`src/design/bst_pkg.sv`:
```
package bst_pkg;
    // ----------------------------------------
    // instruction codes
    // ----------------------------------------
    localparam int IR_W = 3;
    localparam logic [2:0] IR_EXTEST = 3'h0;
    localparam logic [2:0] IR_IDCODE = 3'h1;
    localparam logic [2:0] IR_SAMPLE = 3'h2;
    localparam logic [2:0] IR_CLAMP = 3'h3;
    localparam logic [2:0] IR_HIGHZ = 3'h4;
    localparam logic [2:0] IR_MFG = 3'h5;
    localparam logic [2:0] IR_BYPASS = 3'h7;
    localparam logic [2:0] IR_CAPTURE = 3'h1;
    // ----------------------------------------
    // identification word layout
    // ----------------------------------------
    localparam int ID_W = 32;
    localparam int MFR_W = 11;
    localparam int PART_W = 16;
    localparam int VER_W = 4;
    // neutral values, arbitrary
    localparam logic [10:0] ID_MFR = 11'h00a;
    localparam logic [15:0] ID_PART = 16'h0001;
    localparam logic [3:0] ID_VER = 4'h1;
    localparam logic ID_FIXED = 1'b1;
    // ----------------------------------------
    // timing
    // ----------------------------------------
    localparam int TLR_RISES = 5;
    localparam int SYNC_W = 3;
    // ----------------------------------------
    // port controller states, gray along path
    // ----------------------------------------
    typedef enum logic [3:0] {
        ST_TLR = 4'h0,
        ST_RTI = 4'h1,
        ST_SELDR = 4'h3,
        ST_CAPDR = 4'h2,
        ST_SHDR = 4'h6,
        ST_EX1DR = 4'h7,
        ST_PAUSEDR = 4'h5,
        ST_EX2DR = 4'h4,
        ST_UPDR = 4'hc,
        ST_SELIR = 4'hd,
        ST_CAPIR = 4'hf,
        ST_SHIR = 4'he,
        ST_EX1IR = 4'ha,
        ST_PAUSEIR = 4'hb,
        ST_EX2IR = 4'h9,
        ST_UPIR = 4'h8
    } bst_state_t;
endpackage

```
`src/design/bst_tap_if.sv`:
```
`timescale 1ns/10ps
interface bst_tap_if;
    logic tms;
    logic tck_rise;
    bst_pkg::bst_state_t state;
    modport fsm (input tms, input tck_rise, output state);
    modport ctl (output tms, output tck_rise, input state);
endinterface

```
`src/design/bst_tap.sv`:
```
`timescale 1ns/10ps
module bst_tap #(
    parameter int NPIN = 8
) (
    input wire logic clk_sys_in,
    input wire logic rst_n_in,
    input wire logic ce_in,
    input wire logic tck_in,
    input wire logic tms_in,
    input wire logic tdi_in,
    input wire logic [NPIN-1:0] pin_in_in,
    input wire logic [NPIN-1:0] core_out_in,
    input wire logic [NPIN-1:0] core_oe_in,
    output logic tdo_out,
    output logic tdo_oe_out,
    output logic [NPIN-1:0] pin_out_out,
    output logic [NPIN-1:0] pin_oe_out,
    output logic [NPIN-1:0] core_in_out
);
    localparam int BSW = 3 * NPIN;

    typedef struct packed {
        logic [bst_pkg::SYNC_W-1:0] tck_s;
        logic [bst_pkg::SYNC_W-1:0] tms_s;
        logic [bst_pkg::SYNC_W-1:0] tdi_s;
        logic tck_lvl;
        logic tms_lvl;
        logic tdi_lvl;
        logic [bst_pkg::IR_W-1:0] ir_sh;
        logic [bst_pkg::IR_W-1:0] ir;
        logic [BSW-1:0] dr_sh;
        logic [BSW-1:0] upd;
        logic [bst_pkg::ID_W-1:0] id_sh;
        logic byp;
        logic tdo;
        logic tdo_oe;
        logic [NPIN-1:0] pin_out;
        logic [NPIN-1:0] pin_oe;
        logic [NPIN-1:0] core_in;
    } bst_tap_state_t;

    bst_tap_state_t q;
    bst_tap_state_t d;
    bst_tap_if tap ();
    logic rise;
    logic fall;
    logic shifting;

    function automatic logic uses_chain(input logic [2:0] c);
        uses_chain = (c == bst_pkg::IR_EXTEST) || (c == bst_pkg::IR_SAMPLE);
    endfunction

    function automatic logic drives_chain(input logic [2:0] c);
        drives_chain = (c == bst_pkg::IR_EXTEST) || (c == bst_pkg::IR_CLAMP);
    endfunction

    bst_fsm u_fsm (
        .clk_sys_in(clk_sys_in),
        .rst_n_in(rst_n_in),
        .ce_in(ce_in),
        .tap(tap)
    );

    // ----------------------------------------
    // pin sampling and clock edge finding
    // ----------------------------------------
    always_comb begin
        rise = (q.tck_s[2] == q.tck_s[1]) && q.tck_s[2] && !q.tck_lvl;
        fall = (q.tck_s[2] == q.tck_s[1]) && !q.tck_s[2] && q.tck_lvl;
        shifting = (tap.state == bst_pkg::ST_SHDR)
                   || (tap.state == bst_pkg::ST_SHIR);
    end

    assign tap.tck_rise = rise;
    assign tap.tms = q.tms_lvl;

    // ----------------------------------------
    // next state
    // ----------------------------------------
    always_comb begin
        d = q;
        d.tck_s = {q.tck_s[1:0], tck_in};
        d.tms_s = {q.tms_s[1:0], tms_in};
        d.tdi_s = {q.tdi_s[1:0], tdi_in};
        if (q.tck_s[2] == q.tck_s[1]) begin
            d.tck_lvl = q.tck_s[2];
        end
        if (q.tms_s[2] == q.tms_s[1]) begin
            d.tms_lvl = q.tms_s[2];
        end
        if (q.tdi_s[2] == q.tdi_s[1]) begin
            d.tdi_lvl = q.tdi_s[2];
        end
        if (rise) begin
            unique case (tap.state)
                bst_pkg::ST_CAPIR: d.ir_sh = bst_pkg::IR_CAPTURE;
                bst_pkg::ST_SHIR: d.ir_sh = {q.tdi_lvl, q.ir_sh[2:1]};
                bst_pkg::ST_CAPDR: begin
                    d.dr_sh = {core_oe_in, core_out_in, pin_in_in};
                    d.id_sh = {bst_pkg::ID_VER, bst_pkg::ID_PART,
                               bst_pkg::ID_MFR, bst_pkg::ID_FIXED};
                    d.byp = 1'b0;
                end
                bst_pkg::ST_SHDR: begin
                    if (uses_chain(q.ir)) begin
                        d.dr_sh = {q.tdi_lvl, q.dr_sh[BSW-1:1]};
                    end else if (q.ir == bst_pkg::IR_IDCODE) begin
                        d.id_sh = {q.tdi_lvl, q.id_sh[31:1]};
                    end else begin
                        d.byp = q.tdi_lvl;
                    end
                end
                default: d.byp = q.byp;
            endcase
        end
        if (fall) begin
            d.tdo_oe = shifting;
            if (tap.state == bst_pkg::ST_SHIR) begin
                d.tdo = q.ir_sh[0];
            end else if (tap.state == bst_pkg::ST_SHDR) begin
                if (uses_chain(q.ir)) begin
                    d.tdo = q.dr_sh[0];
                end else if (q.ir == bst_pkg::IR_IDCODE) begin
                    d.tdo = q.id_sh[0];
                end else begin
                    d.tdo = q.byp;
                end
            end
            if (tap.state == bst_pkg::ST_UPIR) begin
                d.ir = q.ir_sh;
            end
            if (tap.state == bst_pkg::ST_UPDR && uses_chain(q.ir)) begin
                d.upd = q.dr_sh;
            end
        end
        if (tap.state == bst_pkg::ST_TLR) begin
            d.ir = bst_pkg::IR_IDCODE;
        end
        // pin muxing
        d.core_in = pin_in_in;
        d.pin_out = core_out_in;
        d.pin_oe = core_oe_in;
        if (drives_chain(q.ir)) begin
            d.pin_out = q.upd[2*NPIN-1:NPIN];
            d.pin_oe = q.upd[BSW-1:2*NPIN];
        end else if (q.ir == bst_pkg::IR_HIGHZ) begin
            d.pin_oe = '0;
        end
    end

    always_ff @(posedge clk_sys_in) begin
        if (!rst_n_in) begin
            q <= '0;
            q.ir <= bst_pkg::IR_IDCODE;
        end else if (ce_in) begin
            q <= d;
        end
    end

    assign tdo_out = q.tdo;
    assign tdo_oe_out = q.tdo_oe;
    assign pin_out_out = q.pin_out;
    assign pin_oe_out = q.pin_oe;
    assign core_in_out = q.core_in;

    // ----------------------------------------
    // checks
    // ----------------------------------------
    logic [2:0] hi_cnt;
    always_ff @(posedge clk_sys_in) begin
        if (!rst_n_in) begin
            hi_cnt <= 3'h0;
        end else if (ce_in && rise) begin
            if (!q.tms_lvl) begin
                hi_cnt <= 3'h0;
            end else if (hi_cnt != 3'(bst_pkg::TLR_RISES)) begin
                hi_cnt <= hi_cnt + 3'h1;
            end
        end
    end

    tlr_forced_a: assert property (@(posedge clk_sys_in)
        disable iff (!rst_n_in)
        hi_cnt == 3'(bst_pkg::TLR_RISES) |-> tap.state == bst_pkg::ST_TLR)
        else $error("five high rises did not reach reset");
    ir_reset_a: assert property (@(posedge clk_sys_in)
        disable iff (!rst_n_in)
        ce_in && tap.state == bst_pkg::ST_TLR |=> q.ir == bst_pkg::IR_IDCODE)
        else $error("reset state did not load identification code");
    bypass_delay_a: assert property (@(posedge clk_sys_in)
        disable iff (!rst_n_in)
        ce_in && rise && tap.state == bst_pkg::ST_SHDR
        && q.ir == bst_pkg::IR_BYPASS |=> q.byp == $past(q.tdi_lvl))
        else $error("bypass bit did not take serial input");
    ir_lsb_first_a: assert property (@(posedge clk_sys_in)
        disable iff (!rst_n_in)
        ce_in && rise && tap.state == bst_pkg::ST_SHIR
        |=> q.ir_sh[2] == $past(q.tdi_lvl))
        else $error("instruction shift order wrong");
    id_capture_a: assert property (@(posedge clk_sys_in)
        disable iff (!rst_n_in)
        ce_in && rise && tap.state == bst_pkg::ST_CAPDR |=> q.id_sh[0])
        else $error("identification bit zero not one");
    highz_oe_a: assert property (@(posedge clk_sys_in)
        disable iff (!rst_n_in)
        ce_in && q.ir == bst_pkg::IR_HIGHZ |=> pin_oe_out == '0)
        else $error("output enabled under high-z");
    clamp_hold_a: assert property (@(posedge clk_sys_in)
        disable iff (!rst_n_in)
        (ce_in && q.ir == bst_pkg::IR_CLAMP)[*2] |=> $stable(pin_out_out))
        else $error("pins moved under clamp");
    sample_pass_a: assert property (@(posedge clk_sys_in)
        disable iff (!rst_n_in)
        ce_in && q.ir == bst_pkg::IR_SAMPLE
        |=> pin_out_out == $past(core_out_in)
        && core_in_out == $past(pin_in_in))
        else $error("sample disturbed system path");
    tdo_idle_a: assert property (@(posedge clk_sys_in)
        disable iff (!rst_n_in)
        ce_in && fall && !shifting |=> !tdo_oe_out)
        else $error("serial output driven outside shift");
endmodule

```
`src/design/bst_fsm.sv`:
```
`timescale 1ns/10ps
module bst_fsm (
    input wire logic clk_sys_in,
    input wire logic rst_n_in,
    input wire logic ce_in,
    bst_tap_if.fsm tap
);
    typedef struct packed {
        bst_pkg::bst_state_t st;
    } bst_fsm_state_t;

    bst_fsm_state_t q;
    bst_fsm_state_t d;

    function automatic bst_pkg::bst_state_t nxt(
        input bst_pkg::bst_state_t s, input logic m);
        unique case (s)
            bst_pkg::ST_TLR: nxt = m ? bst_pkg::ST_TLR : bst_pkg::ST_RTI;
            bst_pkg::ST_RTI: nxt = m ? bst_pkg::ST_SELDR : bst_pkg::ST_RTI;
            bst_pkg::ST_SELDR: nxt = m ? bst_pkg::ST_SELIR : bst_pkg::ST_CAPDR;
            bst_pkg::ST_CAPDR: nxt = m ? bst_pkg::ST_EX1DR : bst_pkg::ST_SHDR;
            bst_pkg::ST_SHDR: nxt = m ? bst_pkg::ST_EX1DR : bst_pkg::ST_SHDR;
            bst_pkg::ST_EX1DR: nxt = m ? bst_pkg::ST_UPDR : bst_pkg::ST_PAUSEDR;
            bst_pkg::ST_PAUSEDR: nxt = m ? bst_pkg::ST_EX2DR
                                         : bst_pkg::ST_PAUSEDR;
            bst_pkg::ST_EX2DR: nxt = m ? bst_pkg::ST_UPDR : bst_pkg::ST_SHDR;
            bst_pkg::ST_UPDR: nxt = m ? bst_pkg::ST_SELDR : bst_pkg::ST_RTI;
            bst_pkg::ST_SELIR: nxt = m ? bst_pkg::ST_TLR : bst_pkg::ST_CAPIR;
            bst_pkg::ST_CAPIR: nxt = m ? bst_pkg::ST_EX1IR : bst_pkg::ST_SHIR;
            bst_pkg::ST_SHIR: nxt = m ? bst_pkg::ST_EX1IR : bst_pkg::ST_SHIR;
            bst_pkg::ST_EX1IR: nxt = m ? bst_pkg::ST_UPIR : bst_pkg::ST_PAUSEIR;
            bst_pkg::ST_PAUSEIR: nxt = m ? bst_pkg::ST_EX2IR
                                         : bst_pkg::ST_PAUSEIR;
            bst_pkg::ST_EX2IR: nxt = m ? bst_pkg::ST_UPIR : bst_pkg::ST_SHIR;
            bst_pkg::ST_UPIR: nxt = m ? bst_pkg::ST_SELDR : bst_pkg::ST_RTI;
        endcase
    endfunction

    // ----------------------------------------
    // advance only on test clock rise
    // ----------------------------------------
    always_comb begin
        d = q;
        if (tap.tck_rise) begin
            d.st = nxt(q.st, tap.tms);
        end
    end

    always_ff @(posedge clk_sys_in) begin
        if (!rst_n_in) begin
            q <= '{st: bst_pkg::ST_TLR};
        end else if (ce_in) begin
            q <= d;
        end
    end

    assign tap.state = q.st;
endmodule

```
`config.mk`:
```
export PLATFORM = sky130hd
export DESIGN_NAME = bst_tap
export DESIGN_NICKNAME = d
export VERILOG_FILES = /design/src/design/bst_pkg.sv /design/src/design/bst_tap_if.sv /design/src/design/bst_tap.sv /design/src/design/bst_fsm.sv
export SDC_FILE = /design/constraint.sdc
export NUM_CORES = 1
export LEC_CHECK = 0
export BUFFER_PORTS_ARGS = -buffer_cell sky130_fd_sc_hd__buf_2
export CAP_MARGIN = 10
export CORE_MARGIN = 4
export CORE_UTILIZATION = 35
export CTS_CLUSTER_DIAMETER = 150
export DETAILED_ROUTE_END_ITERATION = 12
export SETUP_SLACK_MARGIN = 0.5
export SYNTH_ARGS = -nofsm -noshare
export SYNTH_HDL_FRONTEND = slang
export SYNTH_SLANG_ARGS = --single-unit
```
`constraint.sdc`:
```
create_clock -name clk_sys_in -period 3.66 [get_ports clk_sys_in]
set_input_delay 1.098 -clock clk_sys_in [delete_from_list [all_inputs] [get_ports clk_sys_in]]
set_output_delay 1.098 -clock clk_sys_in [all_outputs]
set_load 0.01 [all_outputs]
```
Word-level counts from Yosys, hierarchy flattened. Index checks and enable logic that the tools add are counted.

Register bits: 129. Input port bits: 30. Output and inout bits: 26. Logic and storage cells: 107.

Equal/unequal tests: 26. Muxes and demuxes: 31. Reduce and logical (&&, ||, !) cells: 32.

Operator list (count): 32-bit case mux with 2 select lines (1); 24-bit case mux with 2 select lines (1); 4-bit case mux with 12 select lines (1); 33-bit 2-to-1 mux (1); 4-bit equality test (second input constant) (8); 32-bit 2-to-1 mux (1); 24-bit 2-to-1 mux (1); 8-bit 2-to-1 mux (3); 4-bit by 3-bit equality test with 1-bit output (second input constant) (4); 4-bit 2-to-1 mux (4); 3-bit 2-to-1 mux (5); 3-bit AND reduction (4); 2-bit AND reduction (5); 5-bit AND reduction (2); 2-bit nonzero test (5); 4-bit by 2-bit equality test with 1-bit output (second input constant) (2); 1-bit 2-to-1 mux (8); 2-bit inequality test (second input constant) (4); 3-bit by 2-bit equality test with 1-bit output (second input constant) (2); 2-bit 2-to-1 mux (3); 3-bit case mux with 2 select lines (1); 1-bit logical AND (5); 4-bit by 1-bit equality test with 1-bit output (second input constant) (1); 4-bit zero test (1); other kinds (10) (16).

Longest topological paths before layout.
Depth in word-level cells: 5. Gate-level depth with buffers: 8. Gate-level depth less buffers: 6.

Modules after synthesis. A second synthesis with hierarchy kept.

Cells, all modules: 599. Area total of the unflattened synthesis: 5646.7 µm².

Modules (own cells, without submodules): bst_tap (instances 1, cells each 549, area each 5258.8 µm²); bst_fsm (instances 1, cells each 50, area each 387.9 µm²).

Worst setup path before layout. Ideal clock, no wire load.

Path kind: input to register. From: in ce_in. To: reg q[36] in the netlist's numbering. Library setup time: 76 ps. Arrival: 2351 ps. Data required time: 3584 ps. Setup slack: 1234 ps. Stages on the path: 7. Buffers on the path: 3. Path through: nand3b_1 -> clkbuf_1 -> a2111o_1 -> clkbuf_1 -> clkbuf_1 -> nand2_1 -> a21boi_0.

Cells in the longest elaborated chain, start to end: 1.

RTL lines: from (decl) (line bst_tap.sv:7) `input wire logic ce_in,`; 5-bit AND reduction (no source line); to (decl) (line bst_tap.sv:42) `bst_tap_state_t q;`.

Every way passes these cells. A chain may end at the register's enable or synchronous reset.

Final worst setup path. Ends and elaborated chain as after synthesis.

==> impl_metrics.env <==
export IMPL_seq_area_mm2=0.002422
export IMPL_grt_max_degree=76
export IMPL_start_util=0.3594
export IMPL_clk_latency_ns=0.40
export IMPL_antenna_found_initial=0
export IMPL_r2r_slack_ns=1.16
export IMPL_hold_path_class="reg -> reg"
export IMPL_synth_xor_area_share=0.001529
export IMPL_syn_area_per_cell_um2=9.167
export IMPL_critPathMaxFanout=27
export IMPL_tns_ns=0
export IMPL_num_io_pins=56
export IMPL_finalCritPeriodShare=0.6971
export IMPL_p_sw_w=0.0006419
export IMPL_worst_ep_arrival_time_ns=2.84
export IMPL_crit_family="compound AO/OA/AOI/OAI gates"
export IMPL_drive_gt1_frac=0.1502
export IMPL_hpwl_um=7656
export IMPL_wl_per_cell_um=13.70
export IMPL_async_reset_ff_frac=0
export IMPL_netlist_area_leader_share=0.4228
export IMPL_first_global_vias=4163
export IMPL_cts_setup_buffers=0
export IMPL_synthMuxAreaShare=0.1188
export IMPL_setup_viol=0
export IMPL_ys_ff_latch=121
export IMPL_synth_area_leaders="dfxtp_1 42%, mux2i_1 12%, nand2_1 5.3%"
export IMPL_path_cells="buf_2, nand3b_1, a2111o_1, nand2_1, a21boi_0"
export IMPL_dieArea_mm2=0.01848
export IMPL_final_cell_area_mm2=0.006561
export IMPL_htree_num_levels=4
export IMPL_synth_distinct_cells=48
export IMPL_min_period_ns=2.551
export IMPL_cts_buffers_inserted=17
export IMPL_synth_top_family_by_area="simple AND/OR/NAND/NOR gates"
export IMPL_p_int_w=0.002597
export IMPL_placed_area_mm2=0.005937
export IMPL_nFillCells=1552
export IMPL_critPathKind="in -> reg"
export IMPL_route_detailed_drc=0
export IMPL_synth_compound_area_frac=0.1865
export IMPL_r2r_start="q[107]"
export IMPL_crit_path_end_kind="flop"
export IMPL_syn_area_mm2=0.005729
export IMPL_leakagePower_nw=2.831
export IMPL_vdd_ir_drop_worst_uv=302.1
export IMPL_vias=4291
export IMPL_power_sequential_fraction=0.417
export IMPL_cts_root_buf="clkbuf_16"
export IMPL_core_mm2=0.01594
export IMPL_critPathBufInv=1
export IMPL_pwr_share_comb=0.043
export IMPL_min_to="q[50]"
export IMPL_synthFlopType="dfxtp_1"
export IMPL_reg2regPathDepth=4
export IMPL_hold_buffers=0
export IMPL_final_nets=658
export IMPL_swShare=0.1982
export IMPL_synthSimpleGateAreaFrac=0.1880
export IMPL_cts_tree="built"
export IMPL_gr_total_overflow=0
export IMPL_syn_nets=657
export IMPL_clockBufferDepth=2
export IMPL_yosys_top_cells_count="121 x dfxtp_1, 81 x nand2_1, 68 x mux2i_1"
export IMPL_maxSlewViolCount=0
export IMPL_multi_input_area_mm2=0.002882
export IMPL_hold_path_depth=2
export IMPL_finalWirelength_um=11720
export IMPL_vias_per_cell=5.019
export IMPL_rsz0062_at_grt="no"
export IMPL_clk_pin_slew_ns=0.05
export IMPL_slew_headroom=0.3140
export IMPL_cpMaxStageDelayCell="a2111o_1"
export IMPL_die_x_um=135.9
export IMPL_pwr_share_clk=0.541
export IMPL_hp_start="q[50]"
export IMPL_finalHoldViolCount=0
export IMPL_drtIter0Drc=344
export IMPL_dr_pass1_iters=4
export IMPL_yosys_warnings=0
export IMPL_drtAntennaViolNets=0
export IMPL_synth_edf_count=0
export IMPL_yosysTopAreaCell="dfxtp_1"
export IMPL_die_h_um=135.9
export IMPL_fmax_mhz=392.0
export IMPL_worstPathRequired_ns=3.94
export IMPL_synth_fa_ha_area_frac=0.004368
export IMPL_cts_repair_resized=0
export IMPL_yosysMostFrequentCell="dfxtp_1"
export IMPL_io_buffers=55
export IMPL_syn2layout_area_growth_pct=14.52
export IMPL_clkSinkCount=121
export IMPL_finClkSkew_ns=0.006492
export IMPL_grt_usage=0.1318
export IMPL_syn_inst=625
export IMPL_place_gp_congestion=0.8091
export IMPL_status="complete, no violations"
export IMPL_cellPowerDensity_mw_per_mm2=493.6
export IMPL_maxCapViolCount=0
export IMPL_worst_pin_slew_ns=1.029
export IMPL_max_stage_delay_ns=0.83
export IMPL_antenna_cells=0
export IMPL_critPathLaunchType="primary input"
export IMPL_synth_seq_area_share=0.4228
export IMPL_r2r_end="q[36]"
export IMPL_grt_pass1_wl_um=20070
export IMPL_rows=46
## per-stage QoR
stage	hold WS (ns)	worst slack (ns)	std cells	utilization	power (W)
floorplan	0.4256	1.234	625	-	0.001481
global placement	0.4333	0.7129	823	0.3724	0.001514
detailed placement	0.4433	0.6771	823	0.3724	0.001516
CTS	0.4509	1.104	855	0.4116	0.003282
global route	0.4658	0.9369	855	0.4116	0.003355
finish	0.4479	1.109	855	0.4116	0.003238
## how the worst max path moves through the flow
stage | startpoint | to | depth (start not counted)
floorplan | ce_in | q[36] | 7
global placement | ce_in | q[28] | 5
detailed placement | ce_in | q[36] | 5
CTS | ce_in | q[106] | 6
global route | ce_in | q[106] | 6
finish | ce_in | q[36] | 5
## worst min-delay path, delay by kind of cell, from the launching register on
kind	cells	cell delay, ns
DFF	1	0.31
and+or+nand+nor	1	0.05
AOI/OAI and AO/OA	1	0.05
## registers in the layout, indices dropped and copies added (netlist names)
name and count:
pin_out_out 8, tdo_oe_out 1, d 6, tdo_out 1, tap.tms 1, u_fsm.tap.state 4
core_in_out 8, pin_oe_out 8, q 84
## metal layers
metal / up-vias / global-route usage / routed length (um)
met5: - / 0 / 0
met4: 0 / 0.04199 / 166
met3: 14 / 0.03775 / 425
met2: 77 / 0.2135 / 5487
met1: 2024 / 0.1700 / 5636
li1: 2176 / - / -
## kinds of logic after synthesis
logic type,Yosys count
AOI/OAI and AO/OA,140
xor gates and xnor gates,1
adders and majority gates,2
buffers and inverters,85
DFF,121
muxes,68
and+or+nand+nor,208
## cell usage in the layout, fill, tap and decap left out, types with 9 or more instances in the layout
master,instances
a21boi_0,14
a21boi_1,20
a21oi_1,13
a22o_1,10
a31oi_1,9
buf_2,55
clkbuf_16,17
dfxtp_1,121
mux2i_1,68
nand2_1,81
nand3_1,31
nand3b_1,9
nor2_1,9
nor2b_1,48
o211a_1,29
o21ai_0,22
## layout make-up
type,count,share of cell area
Inverter,4,0.002288
Tap cell,216,0.04119
Timing Repair Buffer,63,0.05301
Clock inverter,7,0.02117
Sequential cell,121,0.3692
Clock buffer,25,0.07399
Multi-Input combinational cell,419,0.4392
## power groups by stage
stage          clock, W  combinational (W)  sequential [W]
6_report        0.00175           0.000139         0.00135
5_1_grt         0.00185           0.000154         0.00135
4_1_cts         0.00179           0.000141         0.00135
3_5_place_dp          0           0.000140         0.00138
3_3_place_gp          0           0.000137         0.00138
2_1_floorplan         0           0.000107         0.00137
Note: power is estimated with default switching activity, not from simulation.
